File: src/core/usart_pkg.sv
// Shared constants, types and helpers for the serial clock and framing block
package usart_pkg;
   // ------------------------------------------------------------
   // Register map
   // ------------------------------------------------------------
   localparam int ADDR_W = 12;
   localparam logic [11:0] OFF_DIV_LOW = 12'h000;
   localparam logic [11:0] OFF_DIV_HIGH = 12'h004;
   localparam logic [11:0] OFF_CSA = 12'h008;
   localparam logic [11:0] OFF_CSC = 12'h00C;
   localparam logic [11:0] OFF_DATA = 12'h010;
   // ------------------------------------------------------------
   // Field positions
   // ------------------------------------------------------------
   localparam int CSA_DS = 1;
   localparam int CSA_PE = 2;
   localparam int CSA_FE = 4;
   localparam int CSA_TC = 6;
   localparam int CSA_RC = 7;
   localparam int CSC_CS = 0;
   localparam int CSC_STOP = 3;
   localparam int CSC_PAR = 4;
   localparam int CSC_SYNC = 6;
   localparam int CSC_POL = 7;
   localparam int CSC_DIR = 8;
   // ------------------------------------------------------------
   // Reset values and counts
   // ------------------------------------------------------------
   localparam logic [11:0] DIV_RESET = 12'h000;
   localparam logic [2:0] CS_RESET = 3'h3;
   localparam logic [4:0] SPB_NORM = 5'h10;
   localparam logic [4:0] SPB_DBL = 5'h08;
   localparam logic [4:0] SPB_SYNC = 5'h02;
   // ------------------------------------------------------------
   // Types
   // ------------------------------------------------------------
   typedef enum logic [1:0] {
      MODE_ASYNC, MODE_ASYNC_DBL, MODE_SYNC_MASTER, MODE_SYNC_SLAVE
   } mode_e;
   typedef enum logic [1:0] {RX_IDLE, RX_START, RX_BITS} rx_state_e;
   // Codes 4 to 6 are reserved and fall back to eight bits
   function automatic logic [3:0] char_bits(input logic [2:0] cs);
      if (cs == 3'h7) return 4'h9;
      if (cs[2]) return 4'h8;
      return 4'h5 + {2'h0, cs[1:0]};
   endfunction
   function automatic logic par_bit(input logic [8:0] d,
                                    input logic [3:0] nb,
                                    input logic odd);
      logic x;
      x = odd;
      for (int i = 0; i < 9; i++) begin
         if (i < int'(nb)) x = x ^ d[i];
      end
      return x;
   endfunction
endpackage

File: src/core/usart_clock_and_framing.sv
// Baud generation, transfer clock handling and serial framing
// Summary of operation
// RL1 - Divisor clock except in sync slave, which takes the pin clock
// RL2 - Down-counter reloads at zero and on each low divisor write
// RL3 - One pulse per zero; rate is pclk over divisor plus one
// RL4 - Transmitter divides generator output by 16, 8 or 2
// RL5 - Receiver runs 16, 8 or 2 states straight off the generator
// RL6 - Divisor is 12 bits from high and low bytes, 0 to 4095
// RL7 - Double speed acts in async only; keep it clear for sync
// RL8 - Double speed receiver takes 8 samples per bit, not 16
// RL9 - Pin clock passes a synchroniser then an edge detector
// RL10 - Synchroniser and edge detector add two pclk periods
// RL11 - Remote pin clock stays below a quarter of pclk
// RL12 - Sync clock pin is input for slave, output for master
// RL13 - Input sampled on the edge opposite the data change edge
// RL14 - Polarity low: change on rise, sample on fall; high: reverse
// RL15 - Low start, 5-9 data LSB first, parity option, 1-2 stops
// RL16 - Line idles high; next frame may follow the stop directly
// RL17 - Char size, parity mode and stop select set the format
// RL18 - Second stop ignored; frame error only for low first stop
// RL19 - One format serves both directions; changes corrupt frames
// RL20 - Parity is xor of data bits, inverted for odd
// RL21 - Parity bit sits after last data bit, before first stop
// RL22 - Software idles transmitter before changing divisor or format
// RL23 - Software clears transmit complete before each data write
// RL24 - Sync mode select low is async, high is sync
// RL25 - Clock direction picks master or slave clock in sync mode
// RL26 - High byte is staged; low byte write applies whole divisor
// RL27 - Short characters send only the configured low data bits
//
// The APB register port and the placing of the registers were decided locally.
`timescale 1ns/100ps
module usart_clock_and_framing (
   // Clock and reset
   input wire logic pclk,
   input wire logic presetn,
   // APB slave
   input wire logic psel,
   input wire logic penable,
   input wire logic pwrite,
   input wire logic [usart_pkg::ADDR_W-1:0] paddr,
   input wire logic [31:0] pwdata,
   output logic [31:0] prdata,
   output logic pready,
   output logic pslverr,
   // Serial data
   input wire logic serial_in,
   output logic serial_out,
   // Transfer clock pin
   input wire logic xfer_clock_pin_in,
   output logic xfer_clock_pin_out,
   output logic xfer_clock_pin_oe_n
);
   import usart_pkg::*;

   // ------------------------------------------------------------
   // Declarations
   // ------------------------------------------------------------
   logic [7:0] div_low;
   logic [3:0] div_high_hold;
   logic [11:0] baud_divisor;
   logic double_speed;
   logic [2:0] char_size;
   logic [1:0] parity_mode;
   logic stop_bit_select;
   logic sync_mode_select;
   logic clock_polarity;
   logic xfer_clock_direction;
   logic tx_complete_flag;
   logic rx_complete_flag;
   logic frame_error_flag;
   logic parity_error_flag;
   logic [8:0] tx_hold;
   logic tx_pending;
   logic [8:0] rx_data;
   logic setup;
   logic access;
   logic wr_acc;
   logic addr_ok;
   logic wr_low;
   logic wr_high;
   logic wr_csa;
   logic wr_csc;
   logic wr_data;
   logic rd_data;
   logic [31:0] next_rdata;
   mode_e mode;
   logic is_async;
   logic [4:0] spb;
   logic [4:0] spb_m1;
   logic [3:0] half;
   logic baud_tick;
   logic xck_rise;
   logic xck_fall;
   logic xck_int;
   logic [3:0] tx_div;
   logic tx_en;
   logic sync_samp;
   logic [3:0] nb;
   logic [12:0] tx_frame;
   logic [3:0] tx_len;
   logic [12:0] tx_shift;
   logic [3:0] tx_cnt;
   logic tx_busy;
   logic tx_load;
   logic tx_done;
   logic rx_meta;
   logic rx_in;
   rx_state_e rx_state;
   logic [3:0] rx_phase;
   logic [3:0] rx_idx;
   logic [8:0] rx_shift;
   logic rx_par;
   logic rx_samp;
   logic rx_finish;

   // ------------------------------------------------------------
   // APB decode
   // ------------------------------------------------------------
   assign setup = psel && !penable;
   assign access = psel && penable;
   assign wr_acc = access && pwrite;
   assign addr_ok = paddr inside {OFF_DIV_LOW, OFF_DIV_HIGH, OFF_CSA,
                                  OFF_CSC, OFF_DATA};
   assign wr_low = wr_acc && paddr == OFF_DIV_LOW;
   assign wr_high = wr_acc && paddr == OFF_DIV_HIGH;
   assign wr_csa = wr_acc && paddr == OFF_CSA;
   assign wr_csc = wr_acc && paddr == OFF_CSC;
   assign wr_data = wr_acc && paddr == OFF_DATA;
   assign rd_data = access && !pwrite && paddr == OFF_DATA;
   // Zero wait states keeps the software view simple
   assign pready = 1'b1;
   assign pslverr = access && !addr_ok;

   always_comb begin
      next_rdata = 32'h0000_0000;
      case (paddr)
         OFF_DIV_LOW: next_rdata[7:0] = div_low;
         OFF_DIV_HIGH: next_rdata[3:0] = div_high_hold;
         OFF_CSA: begin
            next_rdata[CSA_DS] = double_speed;
            next_rdata[CSA_PE] = parity_error_flag;
            next_rdata[CSA_FE] = frame_error_flag;
            next_rdata[CSA_TC] = tx_complete_flag;
            next_rdata[CSA_RC] = rx_complete_flag;
         end
         OFF_CSC: begin
            next_rdata[CSC_CS+:3] = char_size;
            next_rdata[CSC_STOP] = stop_bit_select;
            next_rdata[CSC_PAR+:2] = parity_mode;
            next_rdata[CSC_SYNC] = sync_mode_select;
            next_rdata[CSC_POL] = clock_polarity;
            next_rdata[CSC_DIR] = xfer_clock_direction;
         end
         OFF_DATA: next_rdata[8:0] = rx_data;
         default: ;
      endcase
   end

   // Read data is captured in the setup phase
   always_ff @(posedge pclk or negedge presetn) begin
      if (!presetn) begin
         prdata <= 32'h0000_0000;
      end else if (setup) begin
         prdata <= next_rdata;
      end
   end

   // ------------------------------------------------------------
   // Divisor registers
   // ------------------------------------------------------------
   // Staging the high byte avoids a reload from a half-written value
   always_ff @(posedge pclk or negedge presetn) begin
      if (!presetn) begin
         div_low <= DIV_RESET[7:0];
         div_high_hold <= DIV_RESET[11:8];
         baud_divisor <= DIV_RESET;
      end else if (wr_high) begin
         div_high_hold <= pwdata[3:0]; // RL26
      end else if (wr_low) begin
         div_low <= pwdata[7:0];
         baud_divisor <= {div_high_hold, pwdata[7:0]}; // RL6 RL26
      end
   end

   // ------------------------------------------------------------
   // Control registers
   // ------------------------------------------------------------
   always_ff @(posedge pclk or negedge presetn) begin
      if (!presetn) begin
         double_speed <= 1'b0;
      end else if (wr_csa) begin
         double_speed <= pwdata[CSA_DS];
      end
   end

   always_ff @(posedge pclk or negedge presetn) begin
      if (!presetn) begin
         char_size <= CS_RESET;
         stop_bit_select <= 1'b0;
         parity_mode <= 2'h0;
         sync_mode_select <= 1'b0;
         clock_polarity <= 1'b0;
         xfer_clock_direction <= 1'b0;
      end else if (wr_csc) begin
         char_size <= pwdata[CSC_CS+:3]; // RL17
         stop_bit_select <= pwdata[CSC_STOP];
         parity_mode <= pwdata[CSC_PAR+:2];
         sync_mode_select <= pwdata[CSC_SYNC];
         clock_polarity <= pwdata[CSC_POL];
         xfer_clock_direction <= pwdata[CSC_DIR];
      end
   end

   // ------------------------------------------------------------
   // Clock mode selection
   // ------------------------------------------------------------
   always_comb begin
      if (!sync_mode_select) begin // RL24
         mode = double_speed ? MODE_ASYNC_DBL : MODE_ASYNC; // RL7
      end else begin
         mode = xfer_clock_direction ? MODE_SYNC_MASTER
                                     : MODE_SYNC_SLAVE; // RL25
      end
   end

   assign is_async = !sync_mode_select;
   assign spb = (mode == MODE_ASYNC) ? SPB_NORM
              : (mode == MODE_ASYNC_DBL) ? SPB_DBL : SPB_SYNC; // RL5 RL8
   assign spb_m1 = spb - 5'h01;
   assign half = spb[4:1];

   baud_gen u_baud (
      .pclk(pclk),
      .presetn(presetn),
      .divisor(baud_divisor),
      .reload(wr_low),
      .tick(baud_tick)
   );

   xck_sync u_xck (
      .pclk(pclk),
      .presetn(presetn),
      .pin(xfer_clock_pin_in),
      .rise(xck_rise),
      .fall(xck_fall)
   );

   // ------------------------------------------------------------
   // Transfer clock and bit strobes
   // ------------------------------------------------------------
   // Master clock toggles on every tick; outside master mode it rests at the polarity level
   always_ff @(posedge pclk or negedge presetn) begin
      if (!presetn) begin
         xck_int <= 1'b0;
      end else if (mode != MODE_SYNC_MASTER) begin
         xck_int <= clock_polarity;
      end else if (baud_tick) begin
         xck_int <= !xck_int; // RL4
      end
   end

   assign xfer_clock_pin_out = xck_int;
   assign xfer_clock_pin_oe_n = (mode != MODE_SYNC_MASTER); // RL12

   always_ff @(posedge pclk or negedge presetn) begin
      if (!presetn) begin
         tx_div <= 4'h0;
      end else if (!is_async) begin
         tx_div <= 4'h0;
      end else if (baud_tick) begin
         tx_div <= (tx_div == spb_m1[3:0]) ? 4'h0 : tx_div + 4'h1; // RL4
      end
   end

   always_comb begin
      unique case (mode) // RL1
         MODE_ASYNC, MODE_ASYNC_DBL: begin
            tx_en = baud_tick && tx_div == spb_m1[3:0];
            sync_samp = 1'b0;
         end
         MODE_SYNC_MASTER: begin
            tx_en = baud_tick && xck_int == clock_polarity; // RL14
            sync_samp = baud_tick && xck_int != clock_polarity; // RL13
         end
         MODE_SYNC_SLAVE: begin
            tx_en = clock_polarity ? xck_fall : xck_rise; // RL14
            sync_samp = clock_polarity ? xck_rise : xck_fall; // RL13
         end
      endcase
   end

   // ------------------------------------------------------------
   // Transmit framing
   // ------------------------------------------------------------
   assign nb = char_bits(char_size); // RL17 RL19

   always_comb begin
      tx_frame = 13'h1FFF;
      tx_frame[0] = 1'b0; // RL15
      for (int i = 0; i < 9; i++) begin
         if (i < int'(nb)) tx_frame[i+1] = tx_hold[i]; // RL27
      end
      if (parity_mode[1]) begin
         tx_frame[nb+4'h1] = par_bit(tx_hold, nb, parity_mode[0]); // RL20 RL21
      end
      tx_len = 4'h2 + nb + {3'h0, parity_mode[1]}
             + {3'h0, stop_bit_select}; // RL15
   end

   assign tx_load = tx_en && tx_cnt == 4'h0 && tx_pending;
   assign tx_done = tx_en && tx_cnt == 4'h0 && !tx_pending && tx_busy;

   // One staged character; a write while one waits is dropped
   always_ff @(posedge pclk or negedge presetn) begin
      if (!presetn) begin
         tx_hold <= 9'h000;
         tx_pending <= 1'b0;
      end else if (tx_load) begin
         tx_pending <= 1'b0;
      end else if (wr_data && !tx_pending) begin
         tx_hold <= pwdata[8:0];
         tx_pending <= 1'b1;
      end
   end

   always_ff @(posedge pclk or negedge presetn) begin
      if (!presetn) begin
         serial_out <= 1'b1;
         tx_shift <= 13'h1FFF;
         tx_cnt <= 4'h0;
         tx_busy <= 1'b0;
      end else if (tx_en) begin
         if (tx_cnt != 4'h0) begin
            serial_out <= tx_shift[0];
            tx_shift <= {1'b1, tx_shift[12:1]};
            tx_cnt <= tx_cnt - 4'h1;
         end else if (tx_pending) begin
            serial_out <= tx_frame[0]; // RL16
            tx_shift <= {1'b1, tx_frame[12:1]};
            tx_cnt <= tx_len - 4'h1;
            tx_busy <= 1'b1;
         end else begin
            serial_out <= 1'b1; // RL16
            tx_busy <= 1'b0;
         end
      end
   end

   // Set wins over the write-one clear
   always_ff @(posedge pclk or negedge presetn) begin
      if (!presetn) begin
         tx_complete_flag <= 1'b0;
      end else if (tx_done) begin
         tx_complete_flag <= 1'b1;
      end else if (wr_csa && pwdata[CSA_TC]) begin
         tx_complete_flag <= 1'b0;
      end
   end

   // ------------------------------------------------------------
   // Receive framing
   // ------------------------------------------------------------
   always_ff @(posedge pclk or negedge presetn) begin
      if (!presetn) begin
         rx_meta <= 1'b1;
         rx_in <= 1'b1;
      end else begin
         rx_meta <= serial_in;
         rx_in <= rx_meta;
      end
   end

   assign rx_samp = is_async
      ? (baud_tick && rx_state != RX_IDLE && rx_phase == half) // RL5
      : sync_samp;
   // Only the first stop bit is looked at
   assign rx_finish = rx_state == RX_BITS && rx_samp
                      && rx_idx == nb + {3'h0, parity_mode[1]}; // RL18

   always_ff @(posedge pclk or negedge presetn) begin
      if (!presetn) begin
         rx_state <= RX_IDLE;
         rx_phase <= 4'h0;
         rx_idx <= 4'h0;
         rx_shift <= 9'h000;
         rx_par <= 1'b0;
      end else begin
         if (rx_state != RX_IDLE && baud_tick) begin
            rx_phase <= (rx_phase == spb_m1[3:0]) ? 4'h0
                                                  : rx_phase + 4'h1; // RL8
         end
         unique case (rx_state)
            RX_IDLE: begin
               if (is_async && baud_tick && !rx_in) begin
                  rx_state <= RX_START;
                  rx_phase <= 4'h0;
               end else if (!is_async && sync_samp && !rx_in) begin
                  rx_state <= RX_BITS;
                  rx_idx <= 4'h0;
                  rx_shift <= 9'h000;
               end
            end
            RX_START: begin
               if (rx_samp) begin
                  // A high mid-start sample was noise
                  rx_state <= rx_in ? RX_IDLE : RX_BITS;
                  rx_idx <= 4'h0;
                  rx_shift <= 9'h000;
               end
            end
            RX_BITS: begin
               if (rx_finish) begin
                  rx_state <= RX_IDLE;
               end else if (rx_samp) begin
                  if (rx_idx < nb) rx_shift[rx_idx] <= rx_in; // RL15
                  else rx_par <= rx_in; // RL21
                  rx_idx <= rx_idx + 4'h1;
               end
            end
            default: rx_state <= RX_IDLE;
         endcase
      end
   end

   always_ff @(posedge pclk or negedge presetn) begin
      if (!presetn) begin
         rx_data <= 9'h000;
         frame_error_flag <= 1'b0;
         parity_error_flag <= 1'b0;
      end else if (rx_finish) begin
         rx_data <= rx_shift;
         frame_error_flag <= !rx_in; // RL18
         parity_error_flag <= parity_mode[1]
            && (par_bit(rx_shift, nb, parity_mode[0]) != rx_par); // RL20
      end
   end

   always_ff @(posedge pclk or negedge presetn) begin
      if (!presetn) begin
         rx_complete_flag <= 1'b0;
      end else if (rx_finish) begin
         rx_complete_flag <= 1'b1;
      end else if (rd_data) begin
         rx_complete_flag <= 1'b0;
      end
   end

   // ------------------------------------------------------------
   // Checks
   // ------------------------------------------------------------
   property p_div_apply;
      @(posedge pclk) disable iff (!presetn)
      wr_low |=> baud_divisor == {$past(div_high_hold), $past(pwdata[7:0])};
   endproperty
   a_div_apply: assert property (p_div_apply) // RL26
      else $error("low byte write did not apply divisor");

   property p_high_held;
      @(posedge pclk) disable iff (!presetn)
      wr_high |=> $stable(baud_divisor);
   endproperty
   a_high_held: assert property (p_high_held) // RL26
      else $error("high byte write changed live divisor");

   property p_idle_high;
      @(posedge pclk) disable iff (!presetn)
      !tx_busy |-> serial_out;
   endproperty
   a_idle_high: assert property (p_idle_high) // RL16
      else $error("idle line not high");

   property p_start_low;
      @(posedge pclk) disable iff (!presetn)
      tx_load |=> !serial_out && tx_busy;
   endproperty
   a_start_low: assert property (p_start_low) // RL15
      else $error("frame did not begin with low start bit");

   property p_frame_err;
      @(posedge pclk) disable iff (!presetn)
      rx_finish |=> frame_error_flag == $past(!rx_in) && rx_complete_flag;
   endproperty
   a_frame_err: assert property (p_frame_err) // RL18
      else $error("frame error not taken from first stop bit");

   property p_sync_no_dbl;
      @(posedge pclk) disable iff (!presetn)
      sync_mode_select |-> spb == SPB_SYNC && mode != MODE_ASYNC_DBL;
   endproperty
   a_sync_no_dbl: assert property (p_sync_no_dbl) // RL7
      else $error("double speed acted in sync mode");

   property p_pin_dir;
      @(posedge pclk) disable iff (!presetn)
      xfer_clock_pin_oe_n == !(sync_mode_select && xfer_clock_direction);
   endproperty
   a_pin_dir: assert property (p_pin_dir) // RL12
      else $error("clock pin direction wrong for mode");

   property p_opposite_edges;
      @(posedge pclk) disable iff (!presetn)
      (mode == MODE_SYNC_MASTER && tx_en && !wr_csc)
         |-> !sync_samp ##1 xck_int == !clock_polarity;
   endproperty
   a_opposite_edges: assert property (p_opposite_edges) // RL13
      else $error("change and sample share a clock edge");
endmodule // usart_clock_and_framing

File: src/core/baud_gen.sv
// Programmable down-counter baud rate generator
`timescale 1ns/100ps
module baud_gen (
   // Clock and reset
   input wire logic pclk,
   input wire logic presetn,
   // Divisor control
   input wire logic [11:0] divisor,
   input wire logic reload,
   // Generator output
   output logic tick
);
   import usart_pkg::*;
   logic [11:0] cnt;

   always_ff @(posedge pclk or negedge presetn) begin
      if (!presetn) begin
         cnt <= DIV_RESET;
      end else if (reload || cnt == 12'h000) begin
         cnt <= divisor; // RL2
      end else begin
         cnt <= cnt - 12'h001;
      end
   end

   assign tick = (cnt == 12'h000); // RL3

   property p_reload_load;
      @(posedge pclk) disable iff (!presetn)
      reload |=> cnt == $past(divisor);
   endproperty
   a_reload_load: assert property (p_reload_load) // RL2
      else $error("counter did not reload with divisor");

   property p_tick_period;
      @(posedge pclk) disable iff (!presetn)
      (tick && !reload && divisor == 12'h002)
      ##1 (!reload && divisor == 12'h002) [*2] |=> tick && $past(!tick);
   endproperty
   a_tick_period: assert property (p_tick_period) // RL3
      else $error("generator period is not divisor plus one");
endmodule // baud_gen

File: src/core/xck_sync.sv
// Synchroniser and edge detector for the external transfer clock
`timescale 1ns/100ps
module xck_sync (
   // Clock and reset
   input wire logic pclk,
   input wire logic presetn,
   // Pin level and edge strobes
   input wire logic pin,
   output logic rise,
   output logic fall
);
   logic s1;
   logic s2;
   logic s3;

   always_ff @(posedge pclk or negedge presetn) begin
      if (!presetn) begin
         s1 <= 1'b0;
         s2 <= 1'b0;
         s3 <= 1'b0;
      end else begin
         s1 <= pin; // RL9
         s2 <= s1;
         s3 <= s2;
      end
   end

   assign rise = s2 && !s3; // RL9 RL10
   assign fall = !s2 && s3;

   property p_edge_latency;
      @(posedge pclk) disable iff (!presetn)
      (rise && $past(presetn, 3)) |-> $past(pin, 2) && !$past(pin, 3);
   endproperty
   a_edge_latency: assert property (p_edge_latency) // RL10
      else $error("pin edge not seen two cycles later");
endmodule // xck_sync

File: config.mk
export PLATFORM = sky130hd
export DESIGN_NAME = usart_clock_and_framing
export DESIGN_NICKNAME = d
export VERILOG_FILES = /design/src/core/usart_pkg.sv /design/src/core/usart_clock_and_framing.sv /design/src/core/baud_gen.sv /design/src/core/xck_sync.sv
export SDC_FILE = /design/constraint.sdc
export NUM_CORES = 1
export LEC_CHECK = 0
export BUFFER_PORTS_ARGS = -buffer_cell sky130_fd_sc_hd__clkbuf_2
export CAP_MARGIN = 20
export CORE_ASPECT_RATIO = 0.75
export CORE_MARGIN = 4
export CORE_UTILIZATION = 56
export CTS_CLUSTER_DIAMETER = 40
export CTS_CLUSTER_SIZE = 24
export DETAILED_ROUTE_END_ITERATION = 10
export PLACE_DENSITY = 0.88
export SYNTH_ARGS = -nofsm -noshare
export SYNTH_HDL_FRONTEND = slang
export SYNTH_SLANG_ARGS = --single-unit
File: constraint.sdc
create_clock -name pclk -period 4.3 [get_ports pclk]
set_clock_uncertainty 0.05 [all_clocks]
set_input_delay 0.86 -clock pclk [delete_from_list [all_inputs] [get_ports pclk]]
set_output_delay 0.86 -clock pclk [all_outputs]
set_load 0.005 [all_outputs]
# == Yosys cells after proc, flatten, opt, wreduce, memory -nomap -nowiden ==
# Index checks and enable logic that the tools add are counted.
# totals
register_bits,127
output_inout_bits,37
word_cells,296
# op_classes
add_sub_neg,13
magnitude_cmp,14
n_eq_ne,26
n_mux,118
bitwise_logic,23
reduce_logical,67
# op_table
op,n
$mux W4,19
$mux W1,66
$mux W9,6
$mux W13,3
$logic_and A1 B1 Y1,33
$pmux W9 S3,1
$eq A12 B4 Y1 const B,2
$logic_not A12 Y1,2
$xor A1 B1 Y1,18
$add A4 B1 Y4 const B,4
$eq A4 B4 Y1,4
$lt A3 B4 Y1 const A,4
$ne A2 B2 Y1 const B,7
$reduce_bool A2 Y1,7
$bwmux W13,1
$add A4 B1 Y4,3
$eq A12 B3 Y1 const B,1
$eq A12 B5 Y1 const B,1
$mux W12,1
$mux W2,6
$pmux W1 S4,3
$pmux W4 S3,1
$sub A12 B1 Y12 const B,1
$sub A4 B1 Y4 const B,3
37 further kinds,64

# == Depth between registers and ports, before layout ==
# logic_depth
word_depth,37
mapped_depth,14
depth_no_buf,12

# == Cells and area by module ==
# From an unflattened synthesis, not the netlist that was laid out.
# hier_totals
cells_unflattened,640
area_unflattened_um2,6577.6
# modules_own_cells
mod,n_inst,cells_each,area_each_um2,seq_area_each_um2
usart_clock_and_framing,1,565,5814.3,2598.7
baud_gen,1,70,673.1,300.3
xck_sync,1,5,90.1,75.1

# == Worst setup path after synthesis ==
# Ideal clock, no wire load.
# synth_timing
path_type,reg2reg
startpoint,register char_size[0]
endpoint,register rx_shift[4]
setup_time_ps,101
t_arrival_ps,3142
required_time_ps,4149
setup_slack_ps,1007
stages_incl_launch_ff,13
path_buffers,2
path_cell_list,dfstp_2 > ha_1 > clkbuf_1 > nor2b_1 > clkbuf_1 > inv_1 > ha_1 > or3_1 > o32a_1 > a21oi_1 > nand2_1 > or3_4 > o32ai_1
# synth_via
elab_chain_cells,8
word_cells_on_any_way,12
classes_between,add/sub (2); order compare (1); eq/ne (4); mux (3); reduce/logical (2)
# synth_lines
element,line_no,source
start: declaration,usart_clock_and_framing.sv:63,logic [2:0] char_size;
start signal: assignment,usart_clock_and_framing.sv:206,char_size <= pwdata[CSC_CS+:3];
$add A3 B2 Y4 or $eq A3 B3 Y1 (tied branches),"usart_pkg.sv:45, usart_pkg.sv:43",
$mux W4 or $mux W1 (tied branches),"usart_pkg.sv:45, usart_pkg.sv:43",
$mux W4 (*),usart_pkg.sv:44,if (cs[2]) return 4'h8;
$add A4 B1 Y4,usart_clock_and_framing.sv:379,"&& rx_idx == nb + {3'h0, parity_mode[1]};"
$eq A4 B4 Y1,usart_clock_and_framing.sv:379,
$logic_and A1 B1 Y1,usart_clock_and_framing.sv:379,
$ne A2 B2 Y1 (no source line),n/a,
$reduce_and A7 Y1 (no source line) (*),n/a,
end signal: indexed assignment,usart_clock_and_framing.sv:416,if (rx_idx < nb) rx_shift[rx_idx] <= rx_in;
end: declaration,usart_clock_and_framing.sv:112,logic [8:0] rx_shift;
# Every way passes the cells marked *; elsewhere a longest branch is shown, timed or not.
# A chain may end at the register's enable or synchronous reset.

# == Worst setup path in the final report ==
# layout_timing
startpoint,register char_size[0]
endpoint,register rx_shift[6]
# Same word-level chain as after synthesis.

==> impl_metrics.csv <==
group,metric,value,unit
timing,slew_headroom,0.341,
worst_setup_path,r2r_cells,12,
global_route,grt_max_degree,79,
timing,final_hold_viol_count,0,
cts,cts_setup_buffers,0,
timing,setup_tns,0,ps
worst_setup_path,cp-end-kind,"flop",
worst_setup_path,reg2reg_from,"char_size[0]$_DFFE_PN1P_",
floorplan,die_height,102,um
floorplan,ioPinCount,88,
timing,maxSlewViolCount,0,
worst_setup_path,cp-endpoint,"rx_shift[6]$_DFFE_PN0P_",
placement,gp_congestion,1.00,
power,p_total,0.00301,W
synth,yosysTopAreaCell,"dfrtp_1",
floorplan,die-area,13700,sq um
layout,design_area,7480,sq um
synth,ys_seq_area_frac,0.448,
cts,h-tree-depth,4,
synth,synth.area.top_cells,"dfrtp_1, mux2_2, dfstp_2",
cts,cts_buffers,17,
cts,clkTransAtPathRegs,50,ps
synth,synth_cells,672,
cts,clkLatencyLatePin,420,ps
layout,drive_gt1_frac,0.219,
global_route,overflow,0,
route,drt_iter0_markers,608,
cts,cts_buffer_depth,2,
timing,fin_ws,482,ps
timing,tightestPinTransition,989,ps
worst_setup_path,setup.worst_path.start_class,"flop",
cts,ctsResizeCount,0,
synth,yosysWarnings,0,
status,outcome,"finished, final reports clean",
timing,hold_slack,297,ps
cts,hold_buffers,0,
route,route.vias.total,5514,
worst_setup_path,crit_type,"reg2reg",
synth,synthFlopType,"dfrtp_1",
global_route,grt_pass1_vias,5546,
floorplan,chipWidth,134,um
synth,synth_commonest_cells,"dfrtp_1, nand2_1, mux2_2",
cts,cts_tree,"yes",
synth,async_reset_ff_frac,1.00,
power,powerDensity,402,nW/um^2
placement,place_hpwl,11800,um
worst_setup_path,rrSetupSlack,480,ps
route,drtPass1Iterations,5,
global_route,antenna_found_initial,0,
power,leakage,3.31,nW
floorplan,start_util,0.572,
layout,syn_to_final_growth,12.6,%
power,ir_worst_vdd,0.357,mV
floorplan,rows,34,
global_route,grt_pass1_wl,28400,um
timing,period_needed,3820,ps
route,wl_per_cell,19.5,um
synth,yosysMostFrequentCell,"dfrtp_1",
placement,portBuffers,40,
timing,post-route-period-util,0.888,
worst_setup_path,required,4560,ps
timing,setup-violations-final,0,
placement,dpl_cell_area,6890,sq um
synth,yosysUniqueCellTypes,67,
worst_setup_path,reg2reg_to,"rx_shift[6]$_DFFE_PN0P_",
cts,cts.sinks,118,
synth,synth-edff-count,0,
route,drc,0,
timing,fmax,0.262,GHz
worst_setup_path,worstPathArrival,4080,ps
hold_path,hold_depth,0,
route,avgViaCountPerCell,6.27,
synth,synth_area,6650,sq um
placement,pre_cts_ws,635,ps
synth,ys_ff_latch,118,
route,finalWirelength,17100,um
floorplan,core-area,11600,sq um
synth,synth_top_area_share,0.380,
global_route,grt_use_total,0.263,
flow_run,cap_viol_max_count,0,
layout,layout.nets,775,
hold_path,hold_path.class,"reg2reg",
timing,rsz0062_at_grt,"false",
layout,antenna_cells,0,
worst_setup_path,crit_fanout,10,
synth,syn-mean-instance-area,9.89,sq um
worst_setup_path,critPathLaunch,"char_size[0]$_DFFE_PN1P_",
cts,cts_root_buffer,"clkbuf_16",
route,ant_nets,0,
## routing by layer
layer  vias to the layer above  GRT usage  part of all wire
li1                       2440          -                 -
met1                      2693      0.335              0.41
met2                       320      0.423              0.47
met3                        61     0.0866             0.094
met4                         0      0.103             0.030
met5                         -          0                 0
## registers in the layout, indices dropped and copies added (netlist names), 3 cells and up
name and cells:
tx_div 4, rx_phase 4, baud_divisor 5, rx_data 9, tx_hold 9, char_size 3
tx_shift 12, u_baud.cnt 12, div_low 7, tx_cnt 4, div_high_hold 4, prdata 9
rx_idx 4, rx_shift 9
## stage by stage
stage                util  instances
floorplan               -        694
global placement    0.594        848
detailed placement  0.594        848
CTS                 0.644        880
global route        0.644        880
finish              0.644        880
## layout by cell type, fill, tap and decap left out, types with 5 or more instances in the layout
cell       count
a221oi_1       6
mux2i_1        6
xnor2_1       28
dfstp_2       17
or2_2          5
buf_4          6
a21oi_1       28
mux2_2        46
nand2_1       75
ha_1          18
clkbuf_16     17
and3_1         5
clkbuf_2      39
o211ai_1       5
a31oi_1       10
nor2b_1        8
conb_1        24
nand2b_1      12
nand3b_1       5
xor2_1        11
inv_1         20
nor3b_1        9
nor3_1        19
nand3_1       18
nor2_1        44
o41ai_1        6
o21ai_0       29
nor4_1        12
o32ai_1        5
dfrtp_1      101
o31ai_1        7
## power breakdown
part | internal (W) | switching (W)
combinational | 0.000128 | 0.000167
sequential | 0.00120 | 0.000101
clock | 0.000910 | 0.000502
## kinds of logic after synthesis
group | count (synthesis) | synth area share
mux | 53 | 0.0887
compound gates | 129 | 0.132
simple gates | 237 | 0.185
buf+inv | 75 | 0.0565
fa+ha+maj | 19 | 0.0369
xor+xnor | 39 | 0.0514
flops | 118 | 0.448
other cells | 2 | 0.00113
## critical path: stages, from the launching register on
cell	delay [ps]
dfstp_2	660
ha_1	440
nor2b_1	210
or2_2	350
inv_1	60
ha_1	190
ha_1	190
xnor2_1	90
and3_1	210
o211ai_1	250
nand2_1	260
or3_4	460
o32ai_1	290
## worst min-delay path by stage
stage | from | end
5_1_grt | rx_meta$_DFF_PN1_ | rx_in$_DFF_PN1_
4_1_cts | u_xck.s1$_DFF_PN0_ | u_xck.s2$_DFF_PN0_
6_report | u_xck.s1$_DFF_PN0_ | u_xck.s2$_DFF_PN0_
3_5_place_dp | u_xck.s1$_DFF_PN0_ | u_xck.s2$_DFF_PN0_
2_1_floorplan | u_xck.s1$_DFF_PN0_ | u_xck.s2$_DFF_PN0_
3_3_place_gp | u_xck.s1$_DFF_PN0_ | u_xck.s2$_DFF_PN0_
## area by class of cell
cell class,instances,area [sq um]
well taps,162,203
repair buffers,46,260
flip-flops and latches,118,2970
fillers,858,4130
multi-input cells,501,3380
clock buffers,24,492
inverters,21,78.8
clock inverters,8,96.3
Note: power is estimated with default switching activity, not from simulation.
